## config.mk

```make
export PLATFORM = sky130hd
export DESIGN_NAME = scp_client
export DESIGN_NICKNAME = d
export VERILOG_FILES = /design/src/rtl/scp_client.v /design/src/rtl/scp_regmem.v /design/src/rtl/scp_sync.v
export VERILOG_INCLUDE_DIRS = /design/src /design/src/rtl
export SDC_FILE = /design/constraint.sdc
export NUM_CORES = 2
export LEC_CHECK = 0
export BUFFER_PORTS_ARGS = -buffer_cell sky130_fd_sc_hd__clkbuf_2
export CAP_MARGIN = 0
export CORE_UTILIZATION = 60
export DETAILED_ROUTE_END_ITERATION = 16
export GPL_TIMING_DRIVEN = 1
export HOLD_SLACK_MARGIN = 0.05
export PLACE_DENSITY_LB_ADDON = 0.05
export SYNTH_ARGS = -nofsm -noshare
export SYNTH_HDL_FRONTEND = slang
export SYNTH_HIERARCHICAL = 1
export SYNTH_SLANG_ARGS = --single-unit
```

## constraint.sdc

```tcl
create_clock -name REF_CLK_I -period 23.9 [get_ports REF_CLK_I]
set_input_delay 4.78 -clock REF_CLK_I [delete_from_list [all_inputs] [get_ports REF_CLK_I]]
set_output_delay 4.78 -clock REF_CLK_I [all_outputs]
set_load 0.03 [all_outputs]
```

## src/rtl/scp_map.vh

```
/*
 * constants for the serial client port: timing counts and protocol codes.
 * assumes the core clock runs at 250 mhz and the includer uses plain verilog.
 */
`ifndef SCP_MAP_VH
`define SCP_MAP_VH

// ==========================================================
// clock and timing
// ==========================================================
`define SCP_CLK_HZ 250000000
// low-clock timeout, in microseconds
`define SCP_TIMEOUT_US 30000
// cycles for the timeout, longest time rounds down
`define SCP_TIMEOUT_CYC ((`SCP_CLK_HZ / 1000000) * `SCP_TIMEOUT_US)
// idle reset time, in microseconds
`define SCP_IDLE_US 200
`define SCP_IDLE_CYC ((`SCP_CLK_HZ / 1000000) * `SCP_IDLE_US)

// ==========================================================
// protocol fields
// ==========================================================
// direction bit position in the address byte
`define SCP_DIR_BIT 0
// pointer value after reset
`define SCP_PTR_RST 8'h00
// ack level driven by the client
`define SCP_ACK_LVL 1'b0

`endif

```

## src/rtl/scp_client.v

```verilog
/*
 * smbus / i2c client port: byte read and write, block transfers with a
 * wrapping pointer, low-clock timeout and idle reset.
 * assumes a host master on the two wires, pull-ups outside, and a core clock
 * far faster than the bus clock so every bus edge is seen.
 */
// Summary of operation
// - clock low over 30 ms resets client
// - both lines high 200 us resets client, except while SLEEP_I is high
// - both resets off until disable cleared
// - after those resets wait for start
// - works at bus rates up to 400 khz
// - plain i2c multi-byte framing, no count byte
// - write, read, send and receive byte accepted
// - write is address, index, data, stop; acked
// - read uses repeated start, host nacks last
// - index-only write just loads the pointer
// - read without index uses current pointer
// - block write stores, increments, wraps ff to 00
// - block read increments pointer, wraps to 00
// - first byte is address plus direction bit
// - bytes are eight bits, msb first
// - client never stretches the clock line
// - stop resets the client interface
`timescale 1ns/1ps
`include "scp_map.vh"
module scp_client #(
   parameter [6:0] OWN_ADDR = 7'h2a, // client address, plain default
   parameter TIMEOUT_CYC = `SCP_TIMEOUT_CYC,
   parameter IDLE_CYC = `SCP_IDLE_CYC
) (
   input wire REF_CLK_I,
   input wire RST_B_I,
   input wire SERIAL_BUS_CLOCK_I, // bus clock pin level
   input wire SDA_I, // data pin level
   input wire TIMEOUT_DISABLE_BIT_I, // 1 keeps both bus resets off
   input wire SLEEP_I, // sleep state, blocks idle reset
   output reg SDA_O, // always 0, drive is by enable
   output reg SDA_OE_O, // high pulls data low
   output reg SCL_OE_O, // clock line never driven
   output reg BUS_RESET_O // one-cycle pulse on timeout or idle reset
);
   // ==========================================================
   // states
   // ==========================================================
   localparam [2:0] ST_IDLE = 3'd0; // waiting for start
   localparam [2:0] ST_ADDR = 3'd1; // shifting address byte
   localparam [2:0] ST_INDEX = 3'd2; // shifting index byte
   localparam [2:0] ST_WDATA = 3'd3; // shifting write data
   localparam [2:0] ST_RDATA = 3'd4; // sending read data
   localparam [2:0] ST_RACK = 3'd5; // host ack slot
   localparam [2:0] ST_ACK = 3'd6; // client ack slot

   // ==========================================================
   // synchronised pins and edges
   // ==========================================================
   wire scl_s; // synchronised clock
   wire sda_s; // synchronised data
   reg scl_d_reg; // delayed clock for edges
   reg sda_d_reg; // delayed data for edges

   scp_sync u_sync_scl (
      .clk_i(REF_CLK_I),
      .rst_b_i(RST_B_I),
      .d_i(SERIAL_BUS_CLOCK_I),
      .q_o(scl_s)
   );
   scp_sync u_sync_sda (
      .clk_i(REF_CLK_I),
      .rst_b_i(RST_B_I),
      .d_i(SDA_I),
      .q_o(sda_s)
   );

   // edge detection on synchronised levels only
   wire scl_rise = scl_s & ~scl_d_reg;
   wire scl_fall = ~scl_s & scl_d_reg;
   wire start_det = scl_s & scl_d_reg & sda_d_reg & ~sda_s;
   wire stop_det = scl_s & scl_d_reg & ~sda_d_reg & sda_s;

   // ==========================================================
   // registers
   // ==========================================================
   reg [2:0] state_reg, state_next; // protocol state
   reg [2:0] ret_reg, ret_next; // state after the ack slot
   reg [3:0] bit_reg, bit_next; // bits taken in current byte
   reg [7:0] shift_reg, shift_next; // byte shifter, msb first
   reg [7:0] ptr_reg, ptr_next; // register pointer, kept over transactions
   reg rd_reg, rd_next; // current transaction is a read
   reg sda_oe_next; // next data drive
   reg we_next; // memory write strobe
   reg [24:0] low_cnt_reg; // clock-low timer
   reg [24:0] idle_cnt_reg; // both-high timer
   reg to_fire; // timeout or idle reset this cycle
   reg ack_pend_reg, ack_pend_next; // ack in flight, release on fall
   wire [7:0] rdata; // memory read data

   // default widths give the full 256-entry byte map the 8-bit pointer reaches
   scp_regmem u_mem (
      .clk_i(REF_CLK_I),
      .we_i(we_next),
      .waddr_i(ptr_reg),
      .wdata_i(shift_next),
      .raddr_i(ptr_reg),
      .rdata_o(rdata)
   );

   // ==========================================================
   // timeout and idle timers
   // ==========================================================
   // counters are held at zero while disabled so enabling never fires at once
   always @(posedge REF_CLK_I) begin
      if (!RST_B_I || TIMEOUT_DISABLE_BIT_I) begin
         low_cnt_reg <= 25'h0000000;
         idle_cnt_reg <= 25'h0000000;
      end else begin
         if (scl_s) begin
            low_cnt_reg <= 25'h0000000;
         end else if (low_cnt_reg != TIMEOUT_CYC[24:0]) begin
            low_cnt_reg <= low_cnt_reg + 25'h0000001;
         end
         if (!(scl_s && sda_s) || SLEEP_I) begin
            idle_cnt_reg <= 25'h0000000;
         end else if (idle_cnt_reg != IDLE_CYC[24:0]) begin
            idle_cnt_reg <= idle_cnt_reg + 25'h0000001;
         end
      end
   end

   // fire once when a count passes its limit
   always @* begin
      to_fire = 1'b0;
      if (!TIMEOUT_DISABLE_BIT_I) begin
         if (!scl_s && low_cnt_reg == TIMEOUT_CYC[24:0] - 25'h0000001) begin
            to_fire = 1'b1;
         end
         if (scl_s && sda_s && !SLEEP_I && idle_cnt_reg == IDLE_CYC[24:0] - 25'h0000001) begin
            to_fire = 1'b1;
         end
      end
   end

   // ==========================================================
   // protocol engine
   // ==========================================================
   // all sampling on scl rise, driving changes on scl fall except the release on timeout, start or stop, which keeps
   // data stable while the clock is high when the core clock is far faster than the bus clock.
   always @* begin
      state_next = state_reg;
      ret_next = ret_reg;
      bit_next = bit_reg;
      shift_next = shift_reg;
      ptr_next = ptr_reg;
      rd_next = rd_reg;
      sda_oe_next = SDA_OE_O;
      we_next = 1'b0;
      ack_pend_next = ack_pend_reg;
      if (to_fire) begin
         // release the line, drop the partial byte, wait for start.
         state_next = ST_IDLE;
         sda_oe_next = 1'b0;
         bit_next = 4'h0;
         shift_next = 8'h00;
         ack_pend_next = 1'b0;
      end else if (start_det) begin
         // start or repeated start, pointer kept.
         state_next = ST_ADDR;
         bit_next = 4'h0;
         sda_oe_next = 1'b0;
         ack_pend_next = 1'b0;
      end else if (stop_det) begin
         state_next = ST_IDLE;
         sda_oe_next = 1'b0;
         ack_pend_next = 1'b0;
      end else begin
         case (state_reg)
            ST_ADDR, ST_INDEX, ST_WDATA: begin
               if (scl_rise) begin
                  shift_next = {shift_reg[6:0], sda_s};
                  bit_next = bit_reg + 4'h1;
               end else if (scl_fall && bit_reg == 4'h8) begin
                  bit_next = 4'h0;
                  if (state_reg == ST_ADDR) begin
                     if (shift_reg[7:1] != OWN_ADDR) begin
                        state_next = ST_IDLE;
                     end else begin
                        rd_next = shift_reg[`SCP_DIR_BIT];
                        sda_oe_next = 1'b1;
                        state_next = ST_ACK;
                        // read without index starts at the pointer.
                        ret_next = shift_reg[`SCP_DIR_BIT] ? ST_RDATA : ST_INDEX;
                     end
                  end else if (state_reg == ST_INDEX) begin
                     // index alone loads the pointer only.
                     ptr_next = shift_reg;
                     sda_oe_next = 1'b1;
                     state_next = ST_ACK;
                     ret_next = ST_WDATA;
                  end else begin
                     // store, then step the pointer with 8-bit wrap.
                     we_next = 1'b1;
                     ptr_next = ptr_reg + 8'h01;
                     sda_oe_next = 1'b1;
                     state_next = ST_ACK;
                     ret_next = ST_WDATA; // no count byte, host ends it.
                  end
               end
            end
            ST_ACK: begin
               // hold ack through the ninth clock; on its falling edge release, or for a read drive the first data bit
               if (scl_rise) begin
                  ack_pend_next = 1'b1;
               end else if (scl_fall && ack_pend_reg) begin
                  ack_pend_next = 1'b0;
                  state_next = ret_reg;
                  bit_next = 4'h0;
                  if (ret_reg == ST_RDATA) begin
                     shift_next = rdata;
                     sda_oe_next = ~rdata[7];
                     bit_next = 4'h1;
                  end else begin
                     sda_oe_next = 1'b0;
                  end
               end
            end
            ST_RDATA: begin
               if (scl_fall) begin
                  if (bit_reg == 4'h8) begin
                     // byte out, free the line for the host ack; the pointer
                     // steps only on a host ack, so a nacked single read keeps it.
                     sda_oe_next = 1'b0;
                     state_next = ST_RACK;
                  end else begin
                     sda_oe_next = ~shift_reg[7 - bit_reg[2:0]];
                     bit_next = bit_reg + 4'h1;
                  end
               end
            end
            ST_RACK: begin
               if (scl_rise) begin
                  // host nack ends the read, ack asks for more.
                  ret_next = sda_s ? ST_IDLE : ST_RDATA;
                  ack_pend_next = 1'b1;
                  // ack asks for the next register, data fetched before the fall
                  if (!sda_s) begin
                     ptr_next = ptr_reg + 8'h01;
                  end
               end else if (scl_fall && ack_pend_reg) begin
                  ack_pend_next = 1'b0;
                  state_next = ret_reg;
                  if (ret_reg == ST_RDATA) begin
                     shift_next = rdata;
                     sda_oe_next = ~rdata[7];
                     bit_next = 4'h1;
                  end
               end
            end
            ST_IDLE: begin
               sda_oe_next = 1'b0;
            end
            default: begin
               state_next = ST_IDLE;
               sda_oe_next = 1'b0;
            end
         endcase
      end
   end

   // ==========================================================
   // state and pin flops
   // ==========================================================
   always @(posedge REF_CLK_I) begin
      if (!RST_B_I) begin
         state_reg <= ST_IDLE;
         ret_reg <= ST_IDLE;
         bit_reg <= 4'h0;
         shift_reg <= 8'h00;
         ptr_reg <= `SCP_PTR_RST;
         rd_reg <= 1'b0;
         ack_pend_reg <= 1'b0;
         scl_d_reg <= 1'b1;
         sda_d_reg <= 1'b1;
         SDA_O <= `SCP_ACK_LVL;
         SDA_OE_O <= 1'b0;
         SCL_OE_O <= 1'b0;
         BUS_RESET_O <= 1'b0;
      end else begin
         state_reg <= state_next;
         ret_reg <= ret_next;
         bit_reg <= bit_next;
         shift_reg <= shift_next;
         ptr_reg <= ptr_next;
         rd_reg <= rd_next;
         ack_pend_reg <= ack_pend_next;
         scl_d_reg <= scl_s;
         sda_d_reg <= sda_s;
         SDA_O <= `SCP_ACK_LVL;
         SDA_OE_O <= sda_oe_next;
         SCL_OE_O <= 1'b0;
         BUS_RESET_O <= to_fire;
      end
   end
endmodule // scp_client

```

## src/rtl/scp_regmem.v

```verilog
/*
 * byte-wide register memory addressed by the client pointer.
 * assumes one write port and a registered read port on the same clock.
 */
`timescale 1ns/1ps
module scp_regmem #(
   parameter AW = 8,
   parameter DW = 8
) (
   input wire clk_i,
   input wire we_i,
   input wire [AW-1:0] waddr_i,
   input wire [DW-1:0] wdata_i,
   input wire [AW-1:0] raddr_i,
   output reg [DW-1:0] rdata_o
);
   reg [DW-1:0] mem [0:(1<<AW)-1]; // register contents, no reset

   // ==========================================================
   // write then registered read
   // ==========================================================
   always @(posedge clk_i) begin
      if (we_i) begin
         mem[waddr_i] <= wdata_i;
      end
      rdata_o <= mem[raddr_i];
   end
endmodule // scp_regmem

```

## src/rtl/scp_sync.v

```verilog
/*
 * two-flop synchroniser for one pin level.
 * assumes the input is asynchronous to clk_i; the first flop feeds only the second.
 */
`timescale 1ns/1ps
module scp_sync (
   input wire clk_i,
   input wire rst_b_i,
   input wire d_i,
   output reg q_o
);
   reg meta_reg; // first stage, read only by q_o

   // ==========================================================
   // two stages, reset to the idle-high bus level
   // ==========================================================
   always @(posedge clk_i) begin
      if (!rst_b_i) begin
         meta_reg <= 1'b1;
         q_o <= 1'b1;
      end else begin
         meta_reg <= d_i;
         q_o <= meta_reg;
      end
   end
endmodule // scp_sync
```

**Word-level counts from Yosys, hierarchy flattened**

Memories as Yosys holds them, arrays and structs flattened. A register that Yosys moved wholly into a read port is not among the register bits.
Index checks and enable logic that the tools add are counted.

- Logic and storage cells: 184
- Memories kept: 1
- Bits of input ports: 6
- Register bits after elaboration: 85
- Output and inout bits: 4
- Bits in writable memories: 2048

- Multiplexer cells: 75
- Equality and inequality tests: 37
- Bitwise operators: 18
- $add $sub $neg: 5
- $lt $le $gt $ge: 1
- Reduce and logical (&&, ||, !) cells: 30

Memory list:

| memory | words | width | rd ports | clocked after Yosys merged registers in | wr ports | line | RTL |
|---|---|---|---|---|---|---|---|
| u_mem.mem | 256 | 8 | 1 | 1 | 1 | scp_regmem.v:17 | `reg [DW-1:0] mem [0:(1<<AW)-1];` |

Operators with widths:

| cell | count |
|---|---|
| 8-bit two-way mux | 13 |
| 25-bit by 1-bit adder with 25-bit output (second input constant) | 2 |
| 3-bit two-way mux | 15 |
| 4-bit two-way mux | 9 |
| 32-bit by 4-bit < comparator with 1-bit output (second input constant) | 1 |
| 8-bit case mux with 2 select lines | 2 |
| 1-bit two-way mux | 31 |
| 2-bit != test (second input constant) | 14 |
| 25-bit by 16-bit == test with 1-bit output (second input constant) | 1 |
| 25-bit by 23-bit == test with 1-bit output (second input constant) | 1 |
| 25-bit by 16-bit != test with 1-bit output (second input constant) | 1 |
| 25-bit by 23-bit != test with 1-bit output (second input constant) | 1 |
| 9-bit AND reduction | 2 |
| 4-bit != test (second input constant) | 4 |
| 4-bit case mux with 4 select lines | 1 |
| 7-bit AND reduction | 2 |
| 3-bit == test (second input constant) | 4 |
| 3-bit case mux with 4 select lines | 1 |
| 1-bit NOT | 11 |
| 10-bit AND reduction | 1 |
| 3-bit != test (second input constant) | 3 |
| 8-bit by 1-bit adder with 8-bit output (second input constant) | 1 |
| 8-bit AND reduction | 1 |
| 2-bit OR reduction | 4 |
| other kinds (22) | 40 |

**Longest topological paths before layout**

- Word-level depth: 11
- Depth in mapped cells: 11

**Cells and area by module**

The synthesis kept the hierarchy.

Modules (own cells, without submodules):

| module | instances | area each (um^2) | cells an instance |
|---|---|---|---|
| scp_regmem | 1 | 79556.3 | 3733 |
| scp_client | 1 | 4580.6 | 561 |
| scp_sync | 2 | 52.6 | 4 |

**Worst setup path before layout**

Ideal clock, no wire load.

- Kind: input to register
- Start point: input SLEEP_I
- End point: memory u_mem.mem[0][0], data pin
- Setup slack: 11.220 ns
- Stages: 5
- Buffers on the path: 0
- Arrival: 11.287 ns
- Cells stage by stage: nor4bb_1 nand4_1 o32a_1 nor2_1 nor2_1

- Cells in the longest elaborated chain, start to end: 6

RTL lines:

| what | line | RTL |
|---|---|---|
| start: declaration | scp_client.v:37 | `input wire SLEEP_I,` |
| 1-bit logical NOT | scp_client.v:137 | `if (scl_s && sda_s && !SLEEP_I && idle_cnt_reg == IDLE_CYC[24:0] - 25'h0000001) begin` |
| 1-bit logical AND (2 in series) | scp_client.v:137 |  |
| 1-bit two-way mux | scp_client.v:137 |  |
| 1-bit two-way mux | scp_client.v:133 | `if (!TIMEOUT_DISABLE_BIT_I) begin` |
| 8-bit two-way mux | scp_client.v:158 | `if (to_fire) begin` |
| via shift_next[0] | scp_client.v:87 | `reg [7:0] shift_reg, shift_next;` |
| end: declaration | scp_regmem.v:17 |  |

The timed path passes the listed nets, and every way through them passes these cells.

**Worst setup path in the final report**

- Start point: input SLEEP_I
- End point: memory u_mem.mem[187][7] (enable)

- Cells in the longest elaborated chain, start to end: 8

RTL lines:

| what | line | RTL |
|---|---|---|
| 1-bit logical NOT | scp_client.v:137 |  |
| 1-bit logical AND (2 in series) | scp_client.v:137 |  |
| 1-bit two-way mux | scp_client.v:137 |  |
| 1-bit two-way mux | scp_client.v:133 |  |
| 1-bit two-way mux | scp_client.v:158 |  |
| via we_next | scp_client.v:91 | `reg we_next;` |
| 1-bit two-way mux | scp_regmem.v:23 | `if (we_i) begin` |
| 1-bit two-way mux (implied by the code) | scp_regmem.v:24 | `mem[waddr_i] <= wdata_i;` |

The timed path passes the listed nets, and every way through them passes these cells.

==> summary.md <==
| Metric | Value |
|---|---|
| Hold_sp | `u_sync_scl/meta_reg$_SDFF_PN1_` |
| Slowest stage cell, crit path | `nand4_1` |
| Max reg flops | `2048` |
| Hold buffer count at cts | `0` |
| Largest net degree at the start of global routing | `163` |
| Worst skew pair latency | `0.84 ns` |
| Max IR drop VDD | `0.0784 mV` |
| Met3 wire len | `22800 µm` |
| WL met1 | `83700 µm` |
| Number of synthesized flops with an enable pin | `2048` |
| Vias per cell | `6.76` |
| Post-CTS sizing | `0` |
| Cell Pwr Density | `79.1 mW/mm²` |
| Number of cells produced by synthesis | `4302` |
| Clk buf depth | `3` |
| Share of cells above drive strength 1 | `0.203` |
| Final hold vios | `0` |
| Post-CTS Setup Bufs | `0` |
| Avg Inst Size Synth | `19.6 µm²` |
| Placeable core area | `0.139 mm²` |
| WHS Endpoint | `u_sync_scl/q_o$_SDFF_PN1_` |
| Met2 Wirelength | `99800 µm` |
| FF-to-FF Start | `ptr_reg[0]$_SDFFE_PN0P_` |
| Initial antenna violation count | `7` |
| Synthesis Warnings | `6` |
| Area Overhead vs Synth | `10.2%` |
| CTS tree | `yes` |
| Crit path kind | `primary input to register` |
| NumNets Final | `4354` |
| WP data required | `24.36 ns` |
| Port Buffers | `7` |
| Max-Cap Viols | `0` |
| Number of global-route vias before repair | `42500` |
| CP cell instances | `clkbuf_2 > nor4bb_1 > nand4_1 > o32a_1 > nor2_1 > buf_4 > nor4b_2 > buf_4 > nand4_1 > buf_4 > nor2_1` |
| Rel. slew slack | `0.0310` |
| RD Place Congestion | `0.878` |
| DIE AREA | `0.142 mm²` |
| Maximum clock frequency | `117 MHz` |
| TritonRoute pass-1 iters | `6` |
| DRC | `0` |
| Cell Area, Synth | `0.0842 mm²` |
| Num CTS Buffers | `206` |
| Tcrit/Tclk final | `0.357` |
| Routed Antenna Nets | `0` |
| Top-area cell type share of the netlist area | `0.730` |
| Worst Setup End Kind | `register` |
| Initial Util | `0.604` |
| Die X | `377 µm` |
| Final min period | `8.53 ns` |
| Hold_ws | `0.427 ns` |
| Clock Skews | `0.0371 ns` |
| Crit path largest cell delay | `1.17 ns` |
| CP delay by family, top | `simple AND/OR/NAND/NOR gates` |
| R2r worst-path depth | `9` |
| FF+latch count, synth | `2141` |
| Yosys cell types | `89` |
| Flop-to-flop setup slack | `17.34 ns` |
| R2R Path End | `u_mem/rdata_o[1]$_DFF_P_` |
| Final setup viols | `0` |
| Clock-pin transition on the worst setup and hold timing paths | `0.06 ns` |
| Dominant synthesized flop cell | `edfxtp_1` |
| Iter 0 DRT Violations | `5773` |
| Io pins | `10` |
| Max FO, Critical Path | `19` |
| RSZ-0062 raised after global routing | `no` |
| Seq/Total Area, Yosys | `0.752` |
| First-pass GRT wire length | `306000 µm` |
| Routed wire length | `213000 µm` |
| Worst Setup SP | `SLEEP_I` |
| Area of the multi-input gates | `0.0194 mm²` |
| DP Wirelength | `128000 µm` |
| CP most frequent cell | `buf_4` |
| Sequential cell area | `0.0634 mm²` |
| Startpoint types | `primary input` |
| Site Rows | `137` |
| Setup TNS | `0 ns` |
| GRT overflow | `0` |
| Worst endpoint data arrival time | `8.99 ns` |
| Crit path buf inv count | `4` |
| Leak | `28.0 nW` |
| Most common cell after layout, fill and taps aside | `edfxtp_1` |
| Total GRT Usage | `0.305` |
| Ys async rst share | `0` |
| Min-Delay Path Class | `register to register` |
| # fillers | `9043` |
| Die Span Y | `377 µm` |
| Routed vias | `43300` |
| Clock sinks | `2141` |
| Most frequent cells in the layout | `edfxtp_1 (2048), mux4_2 (456), nor2_1 (358)` |
| Synth area leader | `edfxtp_1` |
| H-tree Lvls | `4` |
| WHS Path Cells | `1` |
| Top layer in use | `met5` |
| Status | `finished clean` |
| Worst slew pin tran | `1.45 ns` |
| Average wire per standard cell | `33.3 µm` |
| Slew Viols, Final | `0` |
| Top post-synthesis cells by area | `edfxtp_1 (73%), mux4_2 (12%), dfxtp_1 (2.2%)` |
| Root Buffer Master | `clkbuf_16` |
-- synth_stat cells, drive strengths merged, types with 36 or more instances --
master	count
nor3	40
nor2	369
nor4	39
a22oi	133
mux4	458
nand3	57
nand2	74
mux2i	140
clkbuf	128
a21oi	114
nor2b	36
o221ai	47
buf	131
edfxtp	2048
dfxtp	93
o21ai	37
-- logic make-up (layout without fill, tap and decap cells) --
family                     after synthesis  after routing  synth area share
and+or+nand+nor                        746            746            0.0427
other                                    1              4         0.0000445
adders and majority gates                7              7           0.00104
AOI/OAI and AO/OA                      484            484            0.0407
muxes                                  599            599             0.139
DFF                                   2141           2141             0.752
xor gates and xnor gates                44             44           0.00457
buffers and inverters                  280            498            0.0195
-- worst register-to-register path, stage by stage, from the launching register on --
cell and delay [ns]:
dfxtp_4 0.72, buf_12 0.65, buf_4 0.86, buf_4 0.77
buf_4 0.87, mux4_2 0.66, mux4_2 0.57, nor2b_1 0.17
nor4_1 0.86, nor4_1 0.25
-- stage by stage --
stage | instances | setup WS, ns | area [µm²] | total power, mW | util
after CTS | 6397 | 15.57 | 92800 | 7.38 | 0.666
final | 6399 | 15.37 | 92800 | 7.34 | 0.666
after floorplan | 4303 | 11.22 | 84200 | 4.13 | -
after global placement | 6009 | 14.74 | 85900 | 4.14 | 0.617
after detailed placement | 6009 | 14.70 | 85900 | 4.14 | 0.617
after global routing | 6397 | 15.40 | 92800 | 7.52 | 0.666
-- final cells by class --
cell class,count,share of cell area
Clock buffer,233,0.0574
Antenna cell,2,0.0000539
Tap cell,1876,0.0253
Inverter,21,0.000849
Clock inverter,155,0.0170
Sequential cell,2141,0.683
Timing Repair Buffer,89,0.00836
Multi-Input combinational cell,1882,0.208
-- per-layer routing --
metal,up-vias,GRT usage
li1,17900,-
met1,22500,0.448
met2,2569,0.462
met3,359,0.0691
met4,4,0.0944
met5,-,0
-- how the worst max path moves through the flow --
| stage | end | cells past startpoint | slack [ns] |
|---|---|---|---|
| after global routing | u_mem/mem[187][6]$_DFFE_PP_ | 11 | 15.40 |
| final | u_mem/mem[187][7]$_DFFE_PP_ | 11 | 15.37 |
| after floorplan | u_mem/mem[0][0]$_DFFE_PP_ | 5 | 11.22 |
| after CTS | u_mem/mem[187][0]$_DFFE_PP_ | 11 | 15.57 |
| after global placement | u_mem/mem[187][0]$_DFFE_PP_ | 11 | 14.74 |
| after detailed placement | u_mem/mem[187][1]$_DFFE_PP_ | 11 | 14.70 |
-- where the power goes --
group / switching [mW] / internal [mW]
registers: 0.00125 / 4.05
logic: 0.00631 / 0.00244
clock network: 1.41 / 1.88
Power figures use the tool's default switching activity.
